## src/iox_map.svh

```systemverilog
/*
  Constants for the I/O and miscellaneous instruction executor:
  register offsets, field positions, reset values, opcodes, timing.
  Assumes inclusion by bare name from any file of the block.
*/
`ifndef IOX_MAP_SVH
`define IOX_MAP_SVH

// ----------------------------------------------------------
// Register offsets (4-bit register port address)
// ----------------------------------------------------------
`define IOX_ADDR_GPR_LAST 4'h3
`define IOX_ADDR_PSW      4'h4
`define IOX_ADDR_IMM      4'h5
`define IOX_ADDR_INSTR    4'h6
`define IOX_ADDR_STAT     4'h7

// ----------------------------------------------------------
// Field positions and reset values
// ----------------------------------------------------------
`define IOX_PSW_CC_HI     7
`define IOX_PSW_CC_LO     6
`define IOX_PSW_IDC       5
`define IOX_PSW_CARRY     4
`define IOX_PSW_INHIBIT   3
`define IOX_STAT_BUSY     0
`define IOX_STAT_RUN      1
`define IOX_STAT_BADOP    2
`define IOX_PSW_RESET     8'h00
`define IOX_GPR_RESET     8'h00

// ----------------------------------------------------------
// Condition code values and decimal adjust constants
// ----------------------------------------------------------
`define IOX_CC_POS        2'h1
`define IOX_CC_ZERO       2'h0
`define IOX_CC_NEG        2'h2
`define IOX_CC_ALL_ONES   2'h0
`define IOX_CC_NOT_ALL    2'h2
`define IOX_DAR_C0_I0     8'hAA
`define IOX_DAR_C0_I1     8'hA0
`define IOX_DAR_C1_I1     8'h00
`define IOX_DAR_C1_I0     8'h0A

// ----------------------------------------------------------
// Opcode field (instruction bits 7:2), register field bits 1:0
// ----------------------------------------------------------
`define IOX_OPC_READ_EXT  6'h01
`define IOX_OPC_WR_DATA   6'h02
`define IOX_OPC_WR_CTRL   6'h03
`define IOX_OPC_WR_EXT    6'h04
`define IOX_OPC_NOOP      6'h05
`define IOX_OPC_MASK_TEST 6'h06
`define IOX_OPC_DEC_ADJ   6'h07
`define IOX_OPC_HALT      6'h08

// ----------------------------------------------------------
// Timing: clock periods per processor cycle and per instruction
// ----------------------------------------------------------
`define IOX_CLK_PERIOD_NS 8
`define IOX_CYCLE_CLKS    3
`define IOX_SHORT_CLKS    6
`define IOX_LONG_CLKS     9
`define IOX_SHORT_CYCLES  (`IOX_SHORT_CLKS / `IOX_CYCLE_CLKS)
`define IOX_LONG_CYCLES   (`IOX_LONG_CLKS / `IOX_CYCLE_CLKS)

`endif

```

## src/iox_pkg.sv

```systemverilog
/*
  Types for the I/O and miscellaneous instruction executor.
  Assumes no other package.
*/
`default_nettype none

package iox_pkg;

  // Executor states
  typedef enum logic [1:0] {
    IOX_IDLE = 2'b00,
    IOX_BUSY = 2'b01,
    IOX_WAIT = 2'b10
  } iox_state_t;

  // Decoded instruction kinds
  typedef enum logic [2:0] {
    IOX_OP_READ_EXT  = 3'b000,
    IOX_OP_WR_DATA   = 3'b001,
    IOX_OP_WR_CTRL   = 3'b010,
    IOX_OP_WR_EXT    = 3'b011,
    IOX_OP_NOOP      = 3'b100,
    IOX_OP_MASK_TEST = 3'b101,
    IOX_OP_DEC_ADJ   = 3'b110,
    IOX_OP_HALT      = 3'b111
  } iox_op_t;

endpackage

`default_nettype wire

```

## src/iox_cycle_div.sv

```systemverilog
/*
  Processor cycle divider: one enable pulse every three clocks.
  Assumes one clock; restart aligns a fresh cycle to the next clock.
*/
`default_nettype none
`include "iox_map.svh"

module iox_cycle_div (
  input  wire logic clock,
  input  wire logic nrst,
  input  wire logic restart,
  output logic      cycle_end,
  output logic      mid_phase
);

  // ----------------------------------------------------------
  // Phase counter
  // ----------------------------------------------------------
  logic [1:0] phase;

  // Counts 0,1,2 then wraps; restart forces phase 0
  always_ff @(posedge clock or negedge nrst) begin
    if (!nrst) begin
      phase <= 2'h0;
    end else if (restart || phase == 2'(`IOX_CYCLE_CLKS - 1)) begin
      phase <= 2'h0;
    end else begin
      phase <= phase + 2'h1;
    end
  end

  // Last and middle clock of each processor cycle
  assign cycle_end = (phase == 2'(`IOX_CYCLE_CLKS - 1)) && !restart;
  assign mid_phase = (phase == 2'h1);

endmodule

`default_nettype wire

```

## src/iox_alu.sv

```systemverilog
/*
  Arithmetic helpers: sign condition code, masked bit test and
  decimal adjust constant addition. Purely combinational.
*/
`default_nettype none
`include "iox_map.svh"

module iox_alu (
  input  wire logic [7:0] value,
  input  wire logic [7:0] mask,
  input  wire logic [7:0] in_byte,
  input  wire logic       carry,
  input  wire logic       interdigit_carry,
  output logic      [1:0] sign_cc,
  output logic      [1:0] mask_cc,
  output logic      [7:0] adjusted
);

  // ----------------------------------------------------------
  // Condition codes
  // ----------------------------------------------------------
  // Sign class of the incoming byte
  assign sign_cc = in_byte[7] ? `IOX_CC_NEG :
                   (in_byte == 8'h00) ? `IOX_CC_ZERO : `IOX_CC_POS;   // [RQ1]

  // Only bits selected by the mask are examined
  assign mask_cc = ((value & mask) == mask) ? `IOX_CC_ALL_ONES
                                            : `IOX_CC_NOT_ALL;       // [RQ8] [RQ9]

  // ----------------------------------------------------------
  // Decimal adjust
  // ----------------------------------------------------------
  logic [7:0] dar_const;

  // Constant chosen by carry and interdigit carry
  always_comb begin
    unique case ({carry, interdigit_carry})
      2'b00:   dar_const = `IOX_DAR_C0_I0;   // [RQ10]
      2'b01:   dar_const = `IOX_DAR_C0_I1;
      2'b11:   dar_const = `IOX_DAR_C1_I1;
      2'b10:   dar_const = `IOX_DAR_C1_I0;
    endcase
  end

  assign adjusted = value + dar_const;   // Carry out dropped

endmodule

`default_nettype wire

```

## src/iox_io_exec.sv

```systemverilog
/*
  Executor for I/O and miscellaneous instructions of a byte-wide
  processor: extended input, data/control/extended output, no-op,
  masked bit test, decimal adjust and halt into the wait state.
  Assumes a register port on the same clock, an external I/O bus
  whose data and interrupt pins are asynchronous, one 125 MHz clock.
*/
// Summary of operation
// RQ1: extended input loads byte, sets sign code
// RQ2: extended input: request, address, IO, read, extended
// RQ3: bus bits are active high both ways
// RQ4: data output: two cycles, data select, pulse
// RQ5: control output: two cycles, control select, pulse
// RQ6: extended output: three cycles, address and data
// RQ7: no-op changes nothing, takes two cycles
// RQ8: mask test examines only mask-selected bits
// RQ9: all selected ones gives 00, else 10
// RQ10: decimal adjust adds constant from carry flags
// RQ11: decimal adjust keeps carry and interdigit carry
// RQ12: halt takes two cycles, enters wait state
// RQ13: wait left only by reset or interrupt
// RQ14: opcode patterns kept as replaceable constants
// RQ15: processor cycle is three clock periods
`default_nettype none
`include "iox_map.svh"

module iox_io_exec (
  input  wire logic       clock,
  input  wire logic       nrst,
  input  wire logic [3:0] reg_addr,
  input  wire logic [7:0] reg_wdata,
  input  wire logic       reg_write,
  input  wire logic       reg_read,
  output var  logic [7:0] reg_rdata,
  input  wire logic [7:0] data_in,
  output var  logic [7:0] data_out,
  output logic            data_oe,
  output var  logic [7:0] address_out,
  output logic            operation_request,
  output logic            memory_select,
  output logic            write_select,
  output logic            data_select,
  output logic            extended_select,
  output logic            write_strobe_pulse,
  input  wire logic       interrupt_request,
  output var  logic       run_wait
);

  // ----------------------------------------------------------
  // Declarations
  // ----------------------------------------------------------
  iox_pkg::iox_state_t state;
  iox_pkg::iox_op_t    cur_op, dec_op;
  logic [7:0]          gpr [0:3];
  logic [7:0]          imm, instr, sel_reg, adjusted, psw, stat;
  logic [7:0]          data_meta, data_sync;
  logic [1:0]          cur_reg, cyc_left, cond_code, sign_cc, mask_cc;
  logic                carry, interdigit_carry, inhibit, bad_op, irq_meta, irq_sync;
  logic                dec_valid, start, cycle_end, mid_phase, last_cycle, finish;
  logic                io_op, long_op, wr_op, wake;

  // ----------------------------------------------------------
  // Pin synchronisers
  // ----------------------------------------------------------
  // Two flops on the data bus and interrupt pin
  always_ff @(posedge clock or negedge nrst) begin
    if (!nrst) begin
      data_meta <= 8'h00;
      data_sync <= 8'h00;
      irq_meta  <= 1'b0;
      irq_sync  <= 1'b0;
    end else begin
      data_meta <= data_in;
      data_sync <= data_meta;
      irq_meta  <= interrupt_request;
      irq_sync  <= irq_meta;
    end
  end

  // ----------------------------------------------------------
  // Opcode decode
  // ----------------------------------------------------------
  // Opcode field compared against replaceable patterns
  always_comb begin
    dec_valid = 1'b1;
    dec_op    = iox_pkg::IOX_OP_NOOP;
    unique case (reg_wdata[7:2])                       // [RQ14]
      `IOX_OPC_READ_EXT:  dec_op = iox_pkg::IOX_OP_READ_EXT;
      `IOX_OPC_WR_DATA:   dec_op = iox_pkg::IOX_OP_WR_DATA;
      `IOX_OPC_WR_CTRL:   dec_op = iox_pkg::IOX_OP_WR_CTRL;
      `IOX_OPC_WR_EXT:    dec_op = iox_pkg::IOX_OP_WR_EXT;
      `IOX_OPC_NOOP:      dec_op = iox_pkg::IOX_OP_NOOP;
      `IOX_OPC_MASK_TEST: dec_op = iox_pkg::IOX_OP_MASK_TEST;
      `IOX_OPC_DEC_ADJ:   dec_op = iox_pkg::IOX_OP_DEC_ADJ;
      `IOX_OPC_HALT:      dec_op = iox_pkg::IOX_OP_HALT;
      default:            dec_valid = 1'b0;
    endcase
  end

  // Issue only from idle with a known opcode
  assign start = reg_write && reg_addr == `IOX_ADDR_INSTR
                 && state == iox_pkg::IOX_IDLE && dec_valid;

  // ----------------------------------------------------------
  // Instruction classes
  // ----------------------------------------------------------
  assign io_op   = cur_op inside {iox_pkg::IOX_OP_READ_EXT, iox_pkg::IOX_OP_WR_DATA,
                                  iox_pkg::IOX_OP_WR_CTRL, iox_pkg::IOX_OP_WR_EXT};
  assign wr_op   = cur_op inside {iox_pkg::IOX_OP_WR_DATA, iox_pkg::IOX_OP_WR_CTRL,
                                  iox_pkg::IOX_OP_WR_EXT};
  assign long_op = dec_op inside {iox_pkg::IOX_OP_READ_EXT, iox_pkg::IOX_OP_WR_EXT,
                                  iox_pkg::IOX_OP_MASK_TEST, iox_pkg::IOX_OP_DEC_ADJ};

  // ----------------------------------------------------------
  // Cycle timing
  // ----------------------------------------------------------
  // Three clocks per processor cycle, aligned to issue
  iox_cycle_div u_div (
    .clock     (clock),
    .nrst      (nrst),
    .restart   (start),
    .cycle_end (cycle_end),
    .mid_phase (mid_phase)
  );                                                   // [RQ15]

  assign last_cycle = state == iox_pkg::IOX_BUSY && cyc_left == 2'h1;
  assign finish     = last_cycle && cycle_end;

  // Remaining processor cycles of the running instruction
  always_ff @(posedge clock or negedge nrst) begin
    if (!nrst) begin
      cyc_left <= 2'h0;
    end else if (start) begin
      cyc_left <= long_op ? 2'(`IOX_LONG_CYCLES)       // [RQ6] [RQ8] [RQ10]
                          : 2'(`IOX_SHORT_CYCLES);     // [RQ4] [RQ5] [RQ7] [RQ12]
    end else if (state == iox_pkg::IOX_BUSY && cycle_end) begin
      cyc_left <= cyc_left - 2'h1;
    end
  end

  // ----------------------------------------------------------
  // Instruction latch
  // ----------------------------------------------------------
  // Holds opcode, register field and instruction byte during execution
  always_ff @(posedge clock or negedge nrst) begin
    if (!nrst) begin
      cur_op  <= iox_pkg::IOX_OP_NOOP;
      cur_reg <= 2'h0;
      instr   <= 8'h00;
    end else if (start) begin
      cur_op  <= dec_op;
      cur_reg <= reg_wdata[1:0];
      instr   <= reg_wdata;
    end
  end

  // Immediate byte: address or mask for two-byte forms
  always_ff @(posedge clock or negedge nrst) begin
    if (!nrst) begin
      imm <= 8'h00;
    end else if (reg_write && reg_addr == `IOX_ADDR_IMM
                 && state != iox_pkg::IOX_BUSY) begin
      imm <= reg_wdata;
    end
  end

  // ----------------------------------------------------------
  // Execution state
  // ----------------------------------------------------------
  assign wake = irq_sync && !inhibit;

  // Idle, busy for the instruction, or halted in wait
  always_ff @(posedge clock or negedge nrst) begin
    if (!nrst) begin
      state <= iox_pkg::IOX_IDLE;
    end else begin
      unique case (state)
        iox_pkg::IOX_IDLE: begin
          if (start) begin
            state <= iox_pkg::IOX_BUSY;
          end
        end
        iox_pkg::IOX_BUSY: begin
          if (finish) begin
            state <= (cur_op == iox_pkg::IOX_OP_HALT) ? iox_pkg::IOX_WAIT
                                                      : iox_pkg::IOX_IDLE;  // [RQ12]
          end
        end
        iox_pkg::IOX_WAIT: begin
          if (wake) begin
            state <= iox_pkg::IOX_IDLE;                // [RQ13]
          end
        end
        default: state <= iox_pkg::IOX_IDLE;
      endcase
    end
  end

  // Run level high, wait level low after a halt
  always_ff @(posedge clock or negedge nrst) begin
    if (!nrst) begin
      run_wait <= 1'b1;
    end else if (finish && cur_op == iox_pkg::IOX_OP_HALT) begin
      run_wait <= 1'b0;                                // [RQ12]
    end else if (state == iox_pkg::IOX_WAIT && wake) begin
      run_wait <= 1'b1;                                // [RQ13]
    end
  end

  // ----------------------------------------------------------
  // Arithmetic
  // ----------------------------------------------------------
  assign sel_reg = gpr[cur_reg];

  iox_alu u_alu (
    .value    (sel_reg),
    .mask     (imm),
    .in_byte  (data_sync),
    .carry    (carry),
    .interdigit_carry      (interdigit_carry),
    .sign_cc  (sign_cc),
    .mask_cc  (mask_cc),
    .adjusted (adjusted)
  );

  // ----------------------------------------------------------
  // General registers
  // ----------------------------------------------------------
  // Instruction result wins over a same-cycle software write
  for (genvar i = 0; i < 4; i++) begin : g_gpr
    always_ff @(posedge clock or negedge nrst) begin
      if (!nrst) begin
        gpr[i] <= `IOX_GPR_RESET;
      end else if (finish && cur_reg == 2'(i)
                   && cur_op == iox_pkg::IOX_OP_READ_EXT) begin
        gpr[i] <= data_sync;                           // [RQ1] [RQ3]
      end else if (finish && cur_reg == 2'(i)
                   && cur_op == iox_pkg::IOX_OP_DEC_ADJ) begin
        gpr[i] <= adjusted;                            // [RQ10]
      end else if (reg_write && reg_addr == 4'(i)
                   && state != iox_pkg::IOX_BUSY) begin
        gpr[i] <= reg_wdata;
      end
    end
  end

  // ----------------------------------------------------------
  // Program status
  // ----------------------------------------------------------
  // Condition code: sign on input, mask result on test
  always_ff @(posedge clock or negedge nrst) begin
    if (!nrst) begin
      cond_code <= 2'(`IOX_PSW_RESET >> `IOX_PSW_CC_LO);
    end else if (finish && cur_op == iox_pkg::IOX_OP_READ_EXT) begin
      cond_code <= sign_cc;                            // [RQ1]
    end else if (finish && cur_op == iox_pkg::IOX_OP_MASK_TEST) begin
      cond_code <= mask_cc;                            // [RQ9]
    end else if (reg_write && reg_addr == `IOX_ADDR_PSW
                 && state != iox_pkg::IOX_BUSY) begin
      cond_code <= reg_wdata[`IOX_PSW_CC_HI:`IOX_PSW_CC_LO];
    end
  end

  // Carry flags: written by software only, never by adjust
  always_ff @(posedge clock or negedge nrst) begin
    if (!nrst) begin
      carry <= 1'b0;
      interdigit_carry   <= 1'b0;
    end else if (reg_write && reg_addr == `IOX_ADDR_PSW
                 && state != iox_pkg::IOX_BUSY) begin
      carry <= reg_wdata[`IOX_PSW_CARRY];               // [RQ11]
      interdigit_carry   <= reg_wdata[`IOX_PSW_IDC];
    end
  end

  // Interrupt inhibit: set when an interrupt wakes the core
  always_ff @(posedge clock or negedge nrst) begin
    if (!nrst) begin
      inhibit <= 1'b0;
    end else if (state == iox_pkg::IOX_WAIT && wake) begin
      inhibit <= 1'b1;
    end else if (reg_write && reg_addr == `IOX_ADDR_PSW) begin
      inhibit <= reg_wdata[`IOX_PSW_INHIBIT];
    end
  end

  // Unknown opcode flag; a new event beats the clear
  always_ff @(posedge clock or negedge nrst) begin
    if (!nrst) begin
      bad_op <= 1'b0;
    end else if (reg_write && reg_addr == `IOX_ADDR_INSTR && !dec_valid) begin
      bad_op <= 1'b1;
    end else if (reg_write && reg_addr == `IOX_ADDR_STAT
                 && reg_wdata[`IOX_STAT_BADOP]) begin
      bad_op <= 1'b0;
    end
  end

  // ----------------------------------------------------------
  // External bus
  // ----------------------------------------------------------
  // Data and address latched entering the final cycle (short forms also at issue), held through it
  always_ff @(posedge clock or negedge nrst) begin
    if (!nrst) begin
      data_out    <= 8'h00;
      address_out <= 8'h00;
    end else if (state == iox_pkg::IOX_BUSY && cyc_left == 2'h2
                 && cycle_end) begin
      data_out    <= sel_reg;                          // [RQ4] [RQ5] [RQ6] [RQ3]
      address_out <= (cur_op inside {iox_pkg::IOX_OP_READ_EXT, iox_pkg::IOX_OP_WR_EXT})
                     ? imm : 8'h00;                    // [RQ2] [RQ6]
    end else if (start && !long_op) begin
      data_out    <= gpr[reg_wdata[1:0]];
      address_out <= 8'h00;
    end
  end

  // Request asserted through the final processor cycle
  assign operation_request  = last_cycle && io_op;                    // [RQ2] [RQ4] [RQ5] [RQ6]
  assign memory_select      = 1'b0;                                   // [RQ2]
  assign write_select       = last_cycle && wr_op;                    // [RQ4] [RQ5] [RQ6]
  assign data_select        = last_cycle && cur_op == iox_pkg::IOX_OP_WR_DATA;  // [RQ4] [RQ5]
  assign extended_select    = last_cycle && (cur_op == iox_pkg::IOX_OP_READ_EXT
                                             || cur_op == iox_pkg::IOX_OP_WR_EXT); // [RQ2] [RQ6]
  assign write_strobe_pulse = last_cycle && wr_op && mid_phase;       // [RQ4] [RQ5] [RQ6]
  assign data_oe            = last_cycle && wr_op;

  // ----------------------------------------------------------
  // Register read port
  // ----------------------------------------------------------
  assign psw  = {cond_code, interdigit_carry, carry, inhibit, 3'h0};
  assign stat = {5'h00, bad_op, run_wait, state == iox_pkg::IOX_BUSY};

  // Read data valid only in the cycle after the strobe
  always_ff @(posedge clock or negedge nrst) begin
    if (!nrst) begin
      reg_rdata <= 8'h00;
    end else if (reg_read) begin
      if (reg_addr <= `IOX_ADDR_GPR_LAST) begin
        reg_rdata <= gpr[reg_addr[1:0]];
      end else if (reg_addr == `IOX_ADDR_PSW) begin
        reg_rdata <= psw;
      end else if (reg_addr == `IOX_ADDR_IMM) begin
        reg_rdata <= imm;
      end else if (reg_addr == `IOX_ADDR_INSTR) begin
        reg_rdata <= instr;
      end else if (reg_addr == `IOX_ADDR_STAT) begin
        reg_rdata <= stat;
      end else begin
        reg_rdata <= 8'h00;
      end
    end else begin
      reg_rdata <= 8'h00;
    end
  end

endmodule

`default_nettype wire

```

## config.mk

```make
export PLATFORM = sky130hd
export DESIGN_NAME = iox_io_exec
export DESIGN_NICKNAME = d
export VERILOG_FILES = /design/src/iox_pkg.sv /design/src/iox_cycle_div.sv /design/src/iox_alu.sv /design/src/iox_io_exec.sv
export VERILOG_INCLUDE_DIRS = /design/src
export SDC_FILE = /design/constraint.sdc
export NUM_CORES = 1
export LEC_CHECK = 0
export BUFFER_PORTS_ARGS = -buffer_cell sky130_fd_sc_hd__buf_2
export CELL_PAD_IN_SITES_DETAIL_PLACEMENT = 2
export CELL_PAD_IN_SITES_GLOBAL_PLACEMENT = 2
export CORE_UTILIZATION = 39
export CTS_CLUSTER_DIAMETER = 150
export DETAILED_ROUTE_END_ITERATION = 8
export PLACE_DENSITY = 0.83
export SYNTH_ARGS = -nofsm -noshare
export SYNTH_HDL_FRONTEND = slang
export SYNTH_SLANG_ARGS = --single-unit
```

## constraint.sdc

```tcl
create_clock -name clock -period 3.3 [get_ports clock]
set_clock_uncertainty 0.05 [all_clocks]
set_input_delay 0.66 -clock clock [delete_from_list [all_inputs] [get_ports clock]]
set_output_delay 0.66 -clock clock [all_outputs]
set_load 0.01 [all_outputs]
```

==> reports/qor.txt <==
outcome: finished, final reports clean
Clock Tree Buf Depth: 2
critical path class: register to register
crit-path most repeated cell: nor2_1
final wirelength: 21,700 um
router iterations before antenna repair: 5
Placer Congestion: 0.904
Slowest cell on crit path: dfrtp_1
GRT Util Overall: 0.285
antenna violations before repair: 0
Tmin final: 2.98 ns
number of hold buffers added after cts: 0
nets@finish: 632
ANT cells: 0
first-pass GRT wire length: 33,900 um
Std-Cell Core Area: 15,100 um^2
Leak: 3.02 nW
RSZ-0062 raised after global routing: false
worst hold path class: register to register
Rel. slew slack: 0.390
Slew @ Worst Pin: 0.915 ns
highest-count cells in the layout ignoring fill and taps: dfrtp_1 (104), nand2_1 (69), buf_2 (54)
Multi-input gate area: 3060 um^2
hpwl dp: 15,600 um
post-CTS setup repair buffer count: 0
Row Count: 45
CTS tree: done
Die Ht: 126 um
Area Overhead vs Synth: 11.5%
initial core utilization: 0.398
post-synthesis cell count: 556
Clock Tree Root: clkbuf_16
Clock Latency Late Sink: 0.36 ns
critical path arrival: 3.17 ns
io pins: 57
CP startpoint kind: register
commonest non-fill, non-tap cell in the layout: dfrtp_1
Inst Count DP: 776
WL/cell: 27.4 um
Yosys warnings: 0
GRT overflow: 0
clk slew on worst S/H paths: 0.07 ns
Mean Syn Cell Area: 10.8 um^2
post-synth net total: 589
Num CTS Buffers: 9
Reg area: 2660 um^2
register area share after synthesis: 0.441
crit path cell chain: mux2_2 -> nor2_1 -> a21oi_1 -> ha_1 -> nand3_1 -> o22ai_2 -> nor2_1 -> xnor2_1 -> a221o_1
Die W: 126 um
Primary FF master, synth: dfrtp_1
die footprint: 15,900 um^2
DR DRC count: 0
initial DRC count: 471
flop2flop setup slack: 0.32 ns
Worst EP required: 3.49 ns
Final Slew Violations: 0
Post-synth ARST share: 1.00
flops & latches, synth: 106
setup TNS: 0 ns
share of cells above drive strength 1: 0.267
antenna viol nets, final: 0
H-tree Lvls: 3
Post-synth EDFFs: 0
max frequency: 336 MHz
post-route insts no fill: 791
pin count of the biggest net entering global routing: 60
crit share post-route: 0.903
MaxCap Viol Count: 0
Worst Setup End Kind: register
# resized after CTS: 0
Vias/cell: 6.33
routed vias: 5,009
max incr delay on CP: 0.71 ns
Final setup viols: 0
vias in the first global route: 5,448
Final Hold Viols: 0
VDD IR max: 318 uV
CP Max Fanout: 13
Mapped Area: 6020 um^2
CTS sink cnt: 106
post-synth cell types: 74
fillers: 1,569
PwrDens: 690 nW/um^2
port bufs: 55
-- final timing paths --
| path | end | cells past startpoint | startpoint |
|---|---|---|---|
| worst max-delay path | gpr[20] | 9 | instr[1] |
| worst min-delay path | data_sync[4] | 0 | data_meta[4] |
| worst max register to register | gpr[20] | 9 | instr[1] |
| worst min register to register | data_sync[4] | 0 | data_meta[4] |
| max in group asynchronous | gpr[8] | 2 | nrst |
| min in group asynchronous | reg_rdata[3] | 1 | nrst |
-- power by group --
part / switching, mW / leakage [nW] / internal (mW)
combinational: 0.925 / 1.59 / 0.727
sequential: 0.347 / 1.30 / 1.58
clock: 0.538 / 0.129 / 0.515
-- area by class of cell --
class | instances | area share
Clock buffer | 10 | 0.0341
Clock inverter | 5 | 0.00578
Inverter | 19 | 0.0108
Multi-Input combinational cell | 390 | 0.455
Sequential cell | 106 | 0.396
Tap cell | 188 | 0.0350
Timing Repair Buffer | 73 | 0.0634
-- worst max-delay path, delay by kind of cell, from the launching register on --
| kind | cells | cell delay (ns) |
|---|---|---|
| AO/OA/AOI/OAI | 3 | 0.73 |
| XOR/XNOR | 1 | 0.19 |
| adder cells (fa/ha/maj) | 1 | 0.43 |
| flip-flops | 1 | 0.71 |
| multiplexers | 1 | 0.43 |
| AND/OR/NAND/NOR | 3 | 0.33 |
-- through the flow --
step / hold slack [ns] / power [mW] / setup slack [ns] / util / instance area [um^2]
after floorplan: 0.281 / 2.93 / 0.844 / - / 6020
after global placement: 0.283 / 3.44 / 0.480 / 0.426 / 6440
final: 0.302 / 4.63 / 0.320 / 0.443 / 6710
after global routing: 0.309 / 4.85 / 0.138 / 0.443 / 6710
after CTS: 0.305 / 4.63 / 0.340 / 0.443 / 6710
after detailed placement: 0.288 / 3.55 / 0.349 / 0.426 / 6440
-- cells in the mapped netlist (10+ instances only) --
| master | count | share of area |
|---|---|---|
| nor2_1 | 42 | 0.026 |
| nand3_1 | 15 | 0.012 |
| mux2i_1 | 24 | 0.040 |
| a21oi_1 | 10 | 0.0083 |
| dfrtp_1 | 104 | 0.43 |
| nor3_1 | 12 | 0.010 |
| a222oi_1 | 12 | 0.020 |
| o21ai_0 | 13 | 0.011 |
| inv_1 | 18 | 0.011 |
| buf_2 | 19 | 0.016 |
| nand2_1 | 69 | 0.043 |
| a22o_1 | 14 | 0.020 |
| o22ai_1 | 13 | 0.014 |
| mux4_2 | 18 | 0.067 |
| mux2_2 | 27 | 0.050 |
-- kinds of logic (layout without fill, tap and decap cells) --
kind of cell	Yosys count	count (layout)	share of synthesized area
AND/OR/NAND/NOR	189	189	0.161
AO/OA/AOI/OAI	108	108	0.145
flip-flops	106	106	0.441
multiplexers	72	72	0.166
buffers and inverters	60	107	0.0515
XOR/XNOR	12	12	0.0187
adder cells (fa/ha/maj)	8	8	0.0166
other	1	1	0.000623
-- registers in the layout (all words and copies together), names as in the netlist, 3 cells and up --
register and count:
address_out 8, cur_op 3, data_meta 8, data_out 8
data_sync 8, gpr 32, imm 8, instr 8
reg_rdata 8
-- metal layers --
metal | vias up | GRT usage | wire length, um
li1 | 2133 | - | -
met1 | 2616 | 0.383 | 9280
met2 | 207 | 0.445 | 10200
met3 | 53 | 0.0489 | 1360
met4 | 0 | 0.143 | 842
met5 | - | 0 | 0
(Power assumes the default switching activity.)
